`src/core/serial_unit_pkg.sv`:
```
package serial_unit_pkg;

  // ------------------------------------------------------------
  // Register map
  // ------------------------------------------------------------
  localparam int         ADDR_W   = 3;
  localparam logic [2:0] ADDR_FMT = 3'h0;
  localparam logic [2:0] ADDR_DIV = 3'h1;
  localparam logic [2:0] ADDR_CTL = 3'h2;
  localparam logic [2:0] ADDR_TXH = 3'h3;
  localparam logic [2:0] ADDR_STS = 3'h4;
  localparam logic [2:0] ADDR_RXH = 3'h5;

  // ------------------------------------------------------------
  // Field positions
  // ------------------------------------------------------------
  localparam int FMT_CHR7   = 6;
  localparam int FMT_PAR_ON = 5;
  localparam int FMT_ODD    = 4;
  localparam int FMT_STOP2  = 3;
  localparam int FMT_MP     = 2;

  localparam int CTL_TIE  = 7;
  localparam int CTL_RIE  = 6;
  localparam int CTL_TXON = 5;
  localparam int CTL_RXON = 4;
  localparam int CTL_IDW  = 3;
  localparam int CTL_TX_DONE_IRQ_ENABLE = 2;
  localparam int CTL_CKS  = 0;

  localparam int STS_TX_HOLDING_EMPTY = 7;
  localparam int STS_RX_HOLDING_FULL = 6;
  localparam int STS_ORF  = 5;
  localparam int STS_FRF  = 4;
  localparam int STS_PRF  = 3;
  localparam int STS_TX_DONE_FLAG = 2;
  localparam int STS_MPB  = 1;
  localparam int STS_MPT  = 0;

  // ------------------------------------------------------------
  // Reset values and encodings
  // ------------------------------------------------------------
  localparam logic [7:0] FMT_RST    = 8'h00;
  localparam logic [7:0] DIV_RST    = 8'hFF;
  localparam logic [7:0] CTL_RST    = 8'h00;
  localparam logic [7:0] DATA_RST   = 8'h00;
  localparam logic [1:0] CKS_INTOUT = 2'h1;

  // ------------------------------------------------------------
  // Timing counts in 16x ticks and bits
  // ------------------------------------------------------------
  localparam logic [3:0] SAMPLE_PHASE = 4'h7;
  localparam logic [3:0] PHASE_LAST   = 4'hF;
  localparam logic [3:0] BITS_7       = 4'h7;
  localparam logic [3:0] BITS_8       = 4'h8;

  typedef enum logic [2:0] {
    TX_IDLE  = 3'h0,
    TX_WAIT  = 3'h1,
    TX_START = 3'h2,
    TX_DATA  = 3'h3,
    TX_PAR   = 3'h4,
    TX_STOP1 = 3'h5,
    TX_STOP2 = 3'h6
  } txState_type;

  typedef enum logic [2:0] {
    RX_IDLE  = 3'h0,
    RX_START = 3'h1,
    RX_DATA  = 3'h2,
    RX_PAR   = 3'h3,
    RX_STOP  = 3'h4
  } rxState_type;

endpackage

```
`src/core/tick_if.sv`:
```
`timescale 1ns/1ps
interface tick_if;
  logic       tick16;
  logic [3:0] phase;
  logic       sckOut;
  logic       sckOeN;
  modport gen  (output tick16, phase, sckOut, sckOeN);
  modport core (input  tick16, phase, sckOut, sckOeN);
endinterface
```
`src/core/async_serial_mp_uart.sv`:
```
// How it works
// - Clearing transmit-on sets holding-empty and returns the shifter to idle.
// - Clearing receive-on keeps receive flags and receive holding data.
// - Clock-out selection drives the clock pin two clocks after it is written.
// - Holding-empty cleared means new data; it is copied into the shifter.
// - After loading, holding-empty sets, frame starts, empty interrupt if enabled.
// - Frame opens with one zero start bit, then 7 or 8 bits LSB first.
// - Then parity, multiprocessor bit, or nothing; parity unused in MP formats.
// - One or two stop ones end the frame; line idles high.
// - At the stop bit a cleared holding-empty loads the next frame.
// - Otherwise done flag sets, line idles, done interrupt if enabled.
// - Receiver finds the start bit, shifts data LSB first, then parity, stop.
// - Count of ones in data and parity must match odd/even selection.
// - First stop bit must be one; a second one is not checked.
// - Data moves to holding only if full is clear; clean frames set full.
// - Frame ending with full still set flags overrun and drops data.
// - Bad stop or parity sets its fault yet still moves the data.
// - Any fault stops reception, full cannot set until faults cleared.
// - Receive enable gates full and fault interrupts.
// - Multiprocessor bit sent equals the software transmit value.
// - Receivers skip until an ID character; software matches the ID.
// - Start synchronised on the falling edge; bits sampled on eighth tick.
// - Output clock runs at bit rate, rising in each bit centre.
//
// Our own choices: the strobed register port and the placing of the registers.
`timescale 1ns/1ps
module async_serial_mp_uart
  import serial_unit_pkg::*;
(
  input  wire logic              ref_clk,
  input  wire logic              reset,
  input  wire logic [ADDR_W-1:0] regAddr,
  input  wire logic [7:0]        regWrData,
  input  wire logic              regWrite,
  input  wire logic              regRead,
  output logic      [7:0]        regRdData,
  input  wire logic              rxd,
  output logic                   txd,
  input  wire logic              sckIn,
  output logic                   sckOut,
  output logic                   sckOeN,
  output logic                   txEmptyIrq,
  output logic                   txDoneIrq,
  output logic                   rxFullIrq,
  output logic                   rxFaultIrq
);

  // ------------------------------------------------------------
  // Registers and state
  // ------------------------------------------------------------
  logic [7:0]  frameFormatReg_ff;
  logic [7:0]  bitRateDivisor_ff;
  logic [7:0]  serialControlReg_ff;
  logic [7:0]  txHolding_ff;
  logic [7:0]  rxHolding_ff;
  logic [7:0]  regRdData_ff;
  logic        txHoldingEmpty_ff;
  logic        rxHoldingFull_ff;
  logic        overrunFault_ff;
  logic        framingFault_ff;
  logic        parityFault_ff;
  logic        txDoneFlag_ff;
  logic        mpFlagBit_ff;
  logic        mpTxBitValue_ff;
  logic        txEmptyIrq_ff;
  logic        txDoneIrq_ff;
  logic        rxFullIrq_ff;
  logic        rxFaultIrq_ff;

  txState_type txState_ff;
  logic [7:0]  txShifter_ff;
  logic [3:0]  txBitCnt_ff;
  logic        txExtra_ff;
  logic        txNext_ff;
  logic        txd_ff;

  rxState_type rxState_ff;
  logic [7:0]  rxShifter_ff;
  logic [3:0]  rxBitCnt_ff;
  logic [3:0]  rxSub_ff;
  logic        rxExtra_ff;
  logic        rxdPrev_ff;

  tick_if tk ();

  serial_clock_gen u_clk (
    .ref_clk (ref_clk),
    .reset   (reset),
    .divisor (bitRateDivisor_ff),
    .clkSel  (serialControlReg_ff[CTL_CKS+1:CTL_CKS]),
    .sckIn   (sckIn),
    .tk      (tk.gen)
  );

  // ------------------------------------------------------------
  // Decode
  // ------------------------------------------------------------
  wire wrFmt = regWrite && (regAddr == ADDR_FMT);
  wire wrDiv = regWrite && (regAddr == ADDR_DIV);
  wire wrCtl = regWrite && (regAddr == ADDR_CTL);
  wire wrTxh = regWrite && (regAddr == ADDR_TXH);
  wire wrSts = regWrite && (regAddr == ADDR_STS);

  wire txOn      = serialControlReg_ff[CTL_TXON];
  wire rxOn      = serialControlReg_ff[CTL_RXON];
  wire idWait    = serialControlReg_ff[CTL_IDW];
  wire chr7      = frameFormatReg_ff[FMT_CHR7];
  wire mpFmt     = frameFormatReg_ff[FMT_MP];
  wire parOn     = frameFormatReg_ff[FMT_PAR_ON] & ~mpFmt;
  wire oddSel    = frameFormatReg_ff[FMT_ODD];
  wire stop2     = frameFormatReg_ff[FMT_STOP2];
  wire extraOn   = parOn | mpFmt;
  wire [3:0] dataBits = chr7 ? BITS_7 : BITS_8;

  wire bitTick   = tk.tick16 && (tk.phase == PHASE_LAST);
  wire anyFault  = overrunFault_ff | framingFault_ff | parityFault_ff;

  // ------------------------------------------------------------
  // Transmit control
  // ------------------------------------------------------------
  wire txLastData = (txBitCnt_ff == dataBits);
  wire enterStop  = bitTick && (((txState_ff == TX_DATA) &&
                    txLastData && !extraOn) || (txState_ff == TX_PAR));
  // Holding register is only checked in idle and at the stop bit
  wire txLoad     = txOn && !txHoldingEmpty_ff &&
                    ((txState_ff == TX_IDLE) || enterStop);
  wire txDoneSet  = txOn && txHoldingEmpty_ff && enterStop;
  wire [7:0] txData = chr7 ? {1'h0, txHolding_ff[6:0]} : txHolding_ff;
  wire txParity   = ^txData ^ oddSel;

  // ------------------------------------------------------------
  // Receive control
  // ------------------------------------------------------------
  wire rxAllowed = rxOn && !anyFault;
  wire rxFall    = rxdPrev_ff & ~rxd;
  wire rxSample  = tk.tick16 && (rxSub_ff == SAMPLE_PHASE);
  wire rxDone    = rxAllowed && rxSample && (rxState_ff == RX_STOP);
  wire rxDiscard = rxDone && mpFmt && idWait && !rxExtra_ff;
  wire rxAccept  = rxDone && !rxDiscard;
  wire idClear   = rxAccept && mpFmt && idWait;
  wire fErr      = ~rxd;
  wire pErr      = parOn &&
                   ((^{rxShifter_ff, rxExtra_ff}) != oddSel);
  wire rxXfer    = rxAccept && !rxHoldingFull_ff;
  wire orSet     = rxAccept && rxHoldingFull_ff;
  wire ferSet    = rxXfer && fErr;
  wire perSet    = rxXfer && pErr;
  wire rdrfSet   = rxXfer && !fErr && !pErr;

  // ------------------------------------------------------------
  // Status flags: a hardware set wins over a software clear
  // ------------------------------------------------------------
  wire clrTdre = wrSts && !regWrData[STS_TX_HOLDING_EMPTY];
  wire clrRdrf = wrSts && !regWrData[STS_RX_HOLDING_FULL];
  wire clrOrf  = wrSts && !regWrData[STS_ORF];
  wire clrFrf  = wrSts && !regWrData[STS_FRF];
  wire clrPrf  = wrSts && !regWrData[STS_PRF];
  wire clrTend = wrSts && !regWrData[STS_TX_DONE_FLAG];
  wire setTdre = txLoad || !txOn;

  wire [7:0] statusView = {txHoldingEmpty_ff, rxHoldingFull_ff,
                           overrunFault_ff, framingFault_ff,
                           parityFault_ff, txDoneFlag_ff,
                           mpFlagBit_ff, mpTxBitValue_ff};

  wire [7:0] rdMux =
    (regAddr == ADDR_FMT) ? frameFormatReg_ff   :
    (regAddr == ADDR_DIV) ? bitRateDivisor_ff   :
    (regAddr == ADDR_CTL) ? serialControlReg_ff :
    (regAddr == ADDR_TXH) ? txHolding_ff        :
    (regAddr == ADDR_STS) ? statusView          :
    (regAddr == ADDR_RXH) ? rxHolding_ff        : DATA_RST;

  // ------------------------------------------------------------
  // Software registers
  // ------------------------------------------------------------
  always_ff @(posedge ref_clk or posedge reset) begin
    if (reset) begin
      frameFormatReg_ff   <= FMT_RST;
      bitRateDivisor_ff   <= DIV_RST;
      serialControlReg_ff <= CTL_RST;
      txHolding_ff        <= DATA_RST;
      mpTxBitValue_ff     <= 1'h0;
      regRdData_ff        <= DATA_RST;
    end else begin
      if (wrFmt)
        frameFormatReg_ff <= regWrData;
      if (wrDiv)
        bitRateDivisor_ff <= regWrData;
      if (wrCtl)
        serialControlReg_ff <= regWrData;
      else if (idClear)
        serialControlReg_ff[CTL_IDW] <= 1'h0;
      if (wrTxh)
        txHolding_ff <= regWrData;
      if (wrSts)
        mpTxBitValue_ff <= regWrData[STS_MPT];
      regRdData_ff <= regRead ? rdMux : DATA_RST;
    end
  end

  // Receive-on plays no part here, so turning it off keeps them
  always_ff @(posedge ref_clk or posedge reset) begin
    if (reset) begin
      txHoldingEmpty_ff <= 1'h1;
      rxHoldingFull_ff  <= 1'h0;
      overrunFault_ff   <= 1'h0;
      framingFault_ff   <= 1'h0;
      parityFault_ff    <= 1'h0;
      txDoneFlag_ff     <= 1'h1;
    end else begin
      txHoldingEmpty_ff <= setTdre | (txHoldingEmpty_ff & ~clrTdre);
      rxHoldingFull_ff  <= rdrfSet | (rxHoldingFull_ff & ~clrRdrf);
      overrunFault_ff   <= orSet | (overrunFault_ff & ~clrOrf);
      framingFault_ff   <= ferSet | (framingFault_ff & ~clrFrf);
      parityFault_ff    <= perSet | (parityFault_ff & ~clrPrf);
      txDoneFlag_ff     <= txDoneSet |
                           (txDoneFlag_ff & ~clrTend & ~txLoad);
    end
  end

  // Receive holding register and its multiprocessor flag
  always_ff @(posedge ref_clk or posedge reset) begin
    if (reset) begin
      rxHolding_ff <= DATA_RST;
      mpFlagBit_ff <= 1'h0;
    end else if (rxXfer) begin
      rxHolding_ff <= rxShifter_ff;
      mpFlagBit_ff <= rxExtra_ff & mpFmt;
    end
  end

  // ------------------------------------------------------------
  // Interrupt request levels
  // ------------------------------------------------------------
  always_ff @(posedge ref_clk or posedge reset) begin
    if (reset) begin
      txEmptyIrq_ff <= 1'h0;
      txDoneIrq_ff  <= 1'h0;
      rxFullIrq_ff  <= 1'h0;
      rxFaultIrq_ff <= 1'h0;
    end else begin
      txEmptyIrq_ff <= serialControlReg_ff[CTL_TIE] &
                       txHoldingEmpty_ff;
      txDoneIrq_ff  <= serialControlReg_ff[CTL_TX_DONE_IRQ_ENABLE] &
                       txDoneFlag_ff;
      rxFullIrq_ff  <= serialControlReg_ff[CTL_RIE] &
                       rxHoldingFull_ff;
      rxFaultIrq_ff <= serialControlReg_ff[CTL_RIE] & anyFault;
    end
  end

  // ------------------------------------------------------------
  // Transmitter: bit boundaries follow the shared 16x phase
  // ------------------------------------------------------------
  always_ff @(posedge ref_clk or posedge reset) begin
    if (reset) begin
      txState_ff   <= TX_IDLE;
      txShifter_ff <= DATA_RST;
      txBitCnt_ff  <= 4'h0;
      txExtra_ff   <= 1'h0;
      txNext_ff    <= 1'h0;
      txd_ff       <= 1'h1;
    end else if (!txOn) begin
      txState_ff <= TX_IDLE;
      txNext_ff  <= 1'h0;
      txd_ff     <= 1'h1;
    end else begin
      if (txLoad) begin
        txShifter_ff <= txData;
        txExtra_ff   <= mpFmt ? mpTxBitValue_ff : txParity;
      end
      case (txState_ff)
        TX_IDLE: begin
          if (txLoad)
            txState_ff <= TX_WAIT;
        end
        TX_WAIT: begin
          if (bitTick) begin
            txState_ff <= TX_START;
            txd_ff     <= 1'h0;
          end
        end
        TX_START: begin
          if (bitTick) begin
            txState_ff  <= TX_DATA;
            txd_ff      <= txShifter_ff[0];
            txBitCnt_ff <= 4'h1;
          end
        end
        TX_DATA: begin
          if (bitTick) begin
            if (!txLastData) begin
              txd_ff      <= txShifter_ff[txBitCnt_ff[2:0]];
              txBitCnt_ff <= txBitCnt_ff + 4'h1;
            end else if (extraOn) begin
              txState_ff <= TX_PAR;
              txd_ff     <= txExtra_ff;
            end else begin
              txState_ff <= TX_STOP1;
              txd_ff     <= 1'h1;
              txNext_ff  <= txLoad;
            end
          end
        end
        TX_PAR: begin
          if (bitTick) begin
            txState_ff <= TX_STOP1;
            txd_ff     <= 1'h1;
            txNext_ff  <= txLoad;
          end
        end
        TX_STOP1, TX_STOP2: begin
          if (bitTick) begin
            if (stop2 && (txState_ff == TX_STOP1)) begin
              txState_ff <= TX_STOP2;
            end else if (txNext_ff) begin
              txState_ff <= TX_START;
              txd_ff     <= 1'h0;
              txNext_ff  <= 1'h0;
            end else begin
              txState_ff <= TX_IDLE;
            end
          end
        end
        default: begin
          txState_ff <= TX_IDLE;
          txd_ff     <= 1'h1;
        end
      endcase
    end
  end

  // ------------------------------------------------------------
  // Receiver: samples on the eighth 16x tick after the edge
  // ------------------------------------------------------------
  always_ff @(posedge ref_clk or posedge reset) begin
    if (reset) begin
      rxState_ff   <= RX_IDLE;
      rxShifter_ff <= DATA_RST;
      rxBitCnt_ff  <= 4'h0;
      rxSub_ff     <= 4'h0;
      rxExtra_ff   <= 1'h0;
      rxdPrev_ff   <= 1'h1;
    end else begin
      rxdPrev_ff <= rxd;
      if (tk.tick16)
        rxSub_ff <= rxSub_ff + 4'h1;
      if (!rxAllowed) begin
        rxState_ff <= RX_IDLE;
      end else begin
        case (rxState_ff)
          RX_IDLE: begin
            if (rxFall) begin
              rxState_ff <= RX_START;
              rxSub_ff   <= 4'h0;
            end
          end
          RX_START: begin
            if (rxSample) begin
              // A high level at mid start bit was a glitch
              rxState_ff   <= rxd ? RX_IDLE : RX_DATA;
              rxBitCnt_ff  <= 4'h0;
              rxShifter_ff <= DATA_RST;
              rxExtra_ff   <= 1'h0;
            end
          end
          RX_DATA: begin
            if (rxSample) begin
              rxShifter_ff[rxBitCnt_ff[2:0]] <= rxd;
              rxBitCnt_ff <= rxBitCnt_ff + 4'h1;
              if (rxBitCnt_ff == dataBits - 4'h1)
                rxState_ff <= extraOn ? RX_PAR : RX_STOP;
            end
          end
          RX_PAR: begin
            if (rxSample) begin
              rxExtra_ff <= rxd;
              rxState_ff <= RX_STOP;
            end
          end
          RX_STOP: begin
            // Only the first stop bit is looked at
            if (rxSample)
              rxState_ff <= RX_IDLE;
          end
          default: begin
            rxState_ff <= RX_IDLE;
          end
        endcase
      end
    end
  end

  // ------------------------------------------------------------
  // Outputs
  // ------------------------------------------------------------
  assign regRdData  = regRdData_ff;
  assign txd        = txd_ff;
  assign sckOut     = tk.sckOut;
  assign sckOeN     = tk.sckOeN;
  assign txEmptyIrq = txEmptyIrq_ff;
  assign txDoneIrq  = txDoneIrq_ff;
  assign rxFullIrq  = rxFullIrq_ff;
  assign rxFaultIrq = rxFaultIrq_ff;

endmodule

```
`src/core/serial_clock_gen.sv`:
```
`timescale 1ns/1ps
module serial_clock_gen
  import serial_unit_pkg::*;
(
  input  wire logic       ref_clk,
  input  wire logic       reset,
  input  wire logic [7:0] divisor,
  input  wire logic [1:0] clkSel,
  input  wire logic       sckIn,
  tick_if.gen             tk
);

  logic [7:0] divCnt_ff;
  logic       sckInPrev_ff;
  logic       tick16_ff;
  logic [3:0] phase_ff;
  logic       sckOut_ff;
  logic       sckOeN_ff;

  wire divHit  = (divCnt_ff == divisor);
  wire extTick = sckIn & ~sckInPrev_ff;
  // External 16x clock on the pin, otherwise the internal divider
  wire nxt_tick = clkSel[1] ? extTick : divHit;

  always_ff @(posedge ref_clk or posedge reset) begin
    if (reset) begin
      divCnt_ff    <= 8'h00;
      sckInPrev_ff <= 1'h0;
      tick16_ff    <= 1'h0;
      phase_ff     <= 4'h0;
      sckOut_ff    <= 1'h0;
      sckOeN_ff    <= 1'h1;
    end else begin
      divCnt_ff    <= divHit ? 8'h00 : divCnt_ff + 8'h01;
      sckInPrev_ff <= sckIn;
      tick16_ff    <= nxt_tick;
      if (tick16_ff)
        phase_ff <= phase_ff + 4'h1;
      // High from mid bit to bit end: rising edge in the bit centre
      sckOut_ff <= phase_ff[3];
      sckOeN_ff <= (clkSel != CKS_INTOUT);
    end
  end

  assign tk.tick16 = tick16_ff;
  assign tk.phase  = phase_ff;
  assign tk.sckOut = sckOut_ff;
  assign tk.sckOeN = sckOeN_ff;

endmodule

```
`config.mk`:
```
export PLATFORM = sky130hd
export DESIGN_NAME = async_serial_mp_uart
export DESIGN_NICKNAME = d
export VERILOG_FILES = /design/src/core/serial_unit_pkg.sv /design/src/core/tick_if.sv /design/src/core/async_serial_mp_uart.sv /design/src/core/serial_clock_gen.sv
export SDC_FILE = /design/constraint.sdc
export NUM_CORES = 1
export LEC_CHECK = 0
export BUFFER_PORTS_ARGS = -buffer_cell sky130_fd_sc_hd__buf_2
export CAP_MARGIN = 10
export CORE_MARGIN = 4
export CORE_UTILIZATION = 50
export DETAILED_ROUTE_END_ITERATION = 10
export HOLD_SLACK_MARGIN = 0.1
export PLACE_DENSITY = 0.67
export SETUP_SLACK_MARGIN = 0.05
export SYNTH_ARGS = -nofsm -noshare
export SYNTH_HDL_FRONTEND = slang
export SYNTH_HIERARCHICAL = 1
export SYNTH_SLANG_ARGS = --single-unit
```
`constraint.sdc`:
```
create_clock -name ref_clk -period 3.2 [get_ports ref_clk]
set_input_delay 0 -clock ref_clk [delete_from_list [all_inputs] [get_ports ref_clk]]
set_output_delay 0 -clock ref_clk [all_outputs]
set_load 0.05 [all_outputs]
```
==> results by group <==
Run
  – Max_cap viols: 0

Timing
  – Worst Max-Slew Pin Slew: 0.882 ns
  – Post-layout min period: 2.31 ns
  – Max Fclk: 433 MHz
  – Worst relative slew slack: 0.409
  – Fin. max-slew vios: 0
  – Clk_skew: 0.00657 ns
  – # setup viols final: 0
  – Hold Vio Cnt, Final: 0
  – Setup TNS: 0 ns
  – Final period util: 0.721
  – RSZ-0062 raised after global routing: no

Placement
  – Port buffer count: 31
  – DP Cell Count: 685
  – Detailed placement HPWL: 9790 um
  – RePlAce Congestion: 0.837
  – Cell area after placement: 6170 um2

Finish
  – Final core occ: 0.602
  – N_diodes: 0
  – NumNets Final: 596
  – Area grow syn2layout: 16.9%
  – Post-route cell area: 6940 um2
  – Layout cells sized above 1: 0.267
  – Fin cells: 730

Global route
  – Remaining global-route overflow: 0
  – Largest net degree at the start of global routing: 45
  – Global-route usage over all layers: 0.223
  – First-pass GRT wire length: 23100 um
  – Vias in the first global route: 4314
  – Initial antenna violation count: 0

Synthesis
  – Mapped Nets: 557
  – Share of synthesized cell area in full adder, half adder and majority cells: 0.0105
  – Number of synthesized flops with an enable pin: 0
  – Seq cells post-synth: 115
  – Post-Synth Simple-Gate Area: 0.133
  – Post-synthesis compound-gate area fraction: 0.148
  – Post-Synthesis Cell Area: 5930 um2
  – Mux contribution to synthesized area: 0.131
  – Netlist cell types: 74
  – Seq/Total Area, Yosys: 0.488
  – Synth top area share: 0.430
  – Largest family of logic cells by synthesized area: compound AO/OA/AOI/OAI gates
  – Ys Warns: 6
  – Leading area contributor after synthesis: dfrtp_1
  – Main area contributors after synthesis: dfrtp_1 43%, mux2_2 10%, dfstp_2 5.8%, o21ai_0 2.8%, nand2_1 2.7%
  – Post-synth top cells: 102 x dfrtp_1, 55 x mux2_2, 43 x nand2_1
  – Async set-reset flop share out of synthesis: 1.00
  – Synth Area in XOR/XNOR: 0.0576
  – Post-Syn Instances: 535
  – Ys flop type: dfrtp_1
  – Top-count cell post-synth: dfrtp_1
  – Synth Area per Inst: 11.1 um2

CTS
  – PostCTS Resize Cnt: 0
  – Clk sinks: 115
  – Clock latency on the worst-skew pair: 0.41 ns
  – CTS buffer count: 17
  – H-tree depth: 4
  – CTS tree: built
  – Clk buf depth: 2
  – Clock root cell: clkbuf_16
  – Clock transition at the registers of the reported paths: 0.05 ns

Worst setup path
  – Critical Path Sink Type: flop
  – Crit path DAT: 2.60 ns
  – Startpoint Class: flop
  – Reg-to-Reg Start: txBitCnt_ff[0]
  – Crit path max fanout: 11
  – Reg2reg setup slack: 0.89 ns
  – Critical Path, Cell by Cell: and4b_1 > a22o_2 > and3_1 > o221ai_2 > mux2_2
  – Crit path to: txShifter_ff[6]
  – Setup Crit Path Kind: reg -> reg
  – CP Data Required Time: 3.49 ns
  – CP startpoint: txBitCnt_ff[0]
  – Reg-to-Reg End: txShifter_ff[6]
  – R2R cell count: 5
  – Slowest stage delay, CP: 0.49 ns
  – Critical-path top delay cell: o221ai_2

Floorplan
  – Chip width: 117 um
  – Starting Density: 0.515
  – Row cnt: 39
  – Die height: 117 um
  – Die area: 13700 um2
  – Top-level I/O count: 32
  – Core box area: 11500 um2

Routing
  – DRT Pass-1 Iters: 5
  – Drt via density: 6.06
  – DR vias: 4427
  – DRC: 0
  – Initial DRC count: 480
  – Post-Route WL: 14200 um
  – Drt wl/cell: 19.4 um
  – Final ANT Viol Nets: 0

Worst hold path
  – Worst min path class: in -> reg
  – Hold path start: regWrite

Pwr
  – Total power: 0.00496 W
  – P_leak: 2.98 nW
  – Peak VDD IR: 0.498 mV
  – PwrDens: 715 nW/um2

Outcome
  – Status: finished clean
==> layout by cell type, fill, tap and decap left out, types with 3 or more instances in the layout <==
cell type / synthesis / routed
and3b_1: 3 / 3
mux2_2: 55 / 55
nand2b_1: 6 / 6
a31oi_1: 6 / 6
nor3b_1: 3 / 3
dfstp_2: 13 / 13
nor2b_1: 6 / 6
mux2i_1: 9 / 9
nand3_1: 12 / 12
bufinv_16: 0 / 4
o22ai_1: 11 / 11
buf_2: 6 / 31
nor3_1: 3 / 3
xor2_1: 15 / 15
dlygate4sd3_1: 0 / 13
and2_1: 11 / 11
mux4_2: 3 / 3
a22oi_1: 17 / 17
xnor2_1: 17 / 17
clkbuf_8: 0 / 4
o31ai_1: 4 / 4
dfrtp_1: 102 / 102
o21ai_0: 33 / 33
clkbuf_16: 0 / 17
o41ai_1: 5 / 5
clkinv_2: 0 / 3
buf_4: 0 / 5
nand2_1: 43 / 43
or3_1: 6 / 6
ha_1: 5 / 5
nor2_1: 21 / 21
a21boi_0: 5 / 5
or2_2: 3 / 3
a21oi_1: 24 / 24
nand4_1: 4 / 4
inv_1: 14 / 13
==> worst min path at each step <==
stage | to | slack [ns] | cells past startpoint
final | serialControlReg_ff[3] | 0.13 | 5
after global routing | serialControlReg_ff[3] | 0.14 | 5
after CTS | serialControlReg_ff[3] | 0.12 | 5
after detailed placement | txEmptyIrq | 0.11 | 2
after global placement | regRdData[7] | 0.10 | 2
after floorplan | u_clk/divCnt_ff[0] | -0.09 | 1
==> sequential cells by signal (all words and copies together), names as in the netlist, 4 cells and up <==
signal,cells
bitRateDivisor_ff,8
frameFormatReg_ff,8
regRdData,8
rxBitCnt_ff,4
rxHolding_ff,8
rxShifter_ff,8
rxSub_ff,4
serialControlReg_ff,8
txBitCnt_ff,4
txHolding_ff,8
txShifter_ff,8
u_clk/divCnt_ff,8
u_clk/tk.phase,4
==> per-stage QoR <==
step | hold slack (ns) | worst slack (ns)
2_1_floorplan | -0.0870 | 0.629
3_3_place_gp | 0.102 | 0.969
3_5_place_dp | 0.112 | 0.877
4_1_cts | 0.120 | 0.882
5_1_grt | 0.144 | 0.753
6_report | 0.135 | 0.892
==> kinds of logic (layout without fill, tap and decap cells) <==
group / after synthesis / in the layout
simple gates: 139 / 139
compound gates: 131 / 131
flops: 115 / 115
mux: 67 / 67
buf+inv: 43 / 95
xor+xnor: 35 / 35
fa+ha+maj: 5 / 5
==> timing repair <==
action	4_1_cts	5_1_grt
buffers inserted	0	0
hold buffers	13	0
hold endpoints to repair	111	0
==> worst max-delay path: cells and delay by family (launching register included) <==
family / cells / cell delay (ns)
AOI/OAI and AO/OA: 2 / 0.81
and+or+nand+nor: 2 / 0.48
muxes: 1 / 0.41
DFF: 1 / 0.48
==> area by class of cell <==
cell class / count / area [um2]
fillers: 934 / 4580
clock buffers: 23 / 488
multi-input cells: 377 / 2850
clock inverters: 9 / 150
well taps: 143 / 179
inverters: 14 / 55.1
flip-flops and latches: 115 / 2890
repair buffers: 49 / 323
==> where the power goes <==
part           switching [W]  internal [W]
logic               0.000489      0.000436
clock network       0.000654       0.00138
registers           0.000276       0.00173
total                0.00142       0.00354
==> metal layers <==
layer / GRT usage / share of wire / vias up
met3: 0.0586 / 0.055 / 20
met5: 0 / 0 / -
met4: 0.0795 / 0.019 / 0
li1: - / - / 2048
met1: 0.310 / 0.45 / 2215
met2: 0.339 / 0.48 / 144
Note: power is estimated with default switching activity, not from simulation.
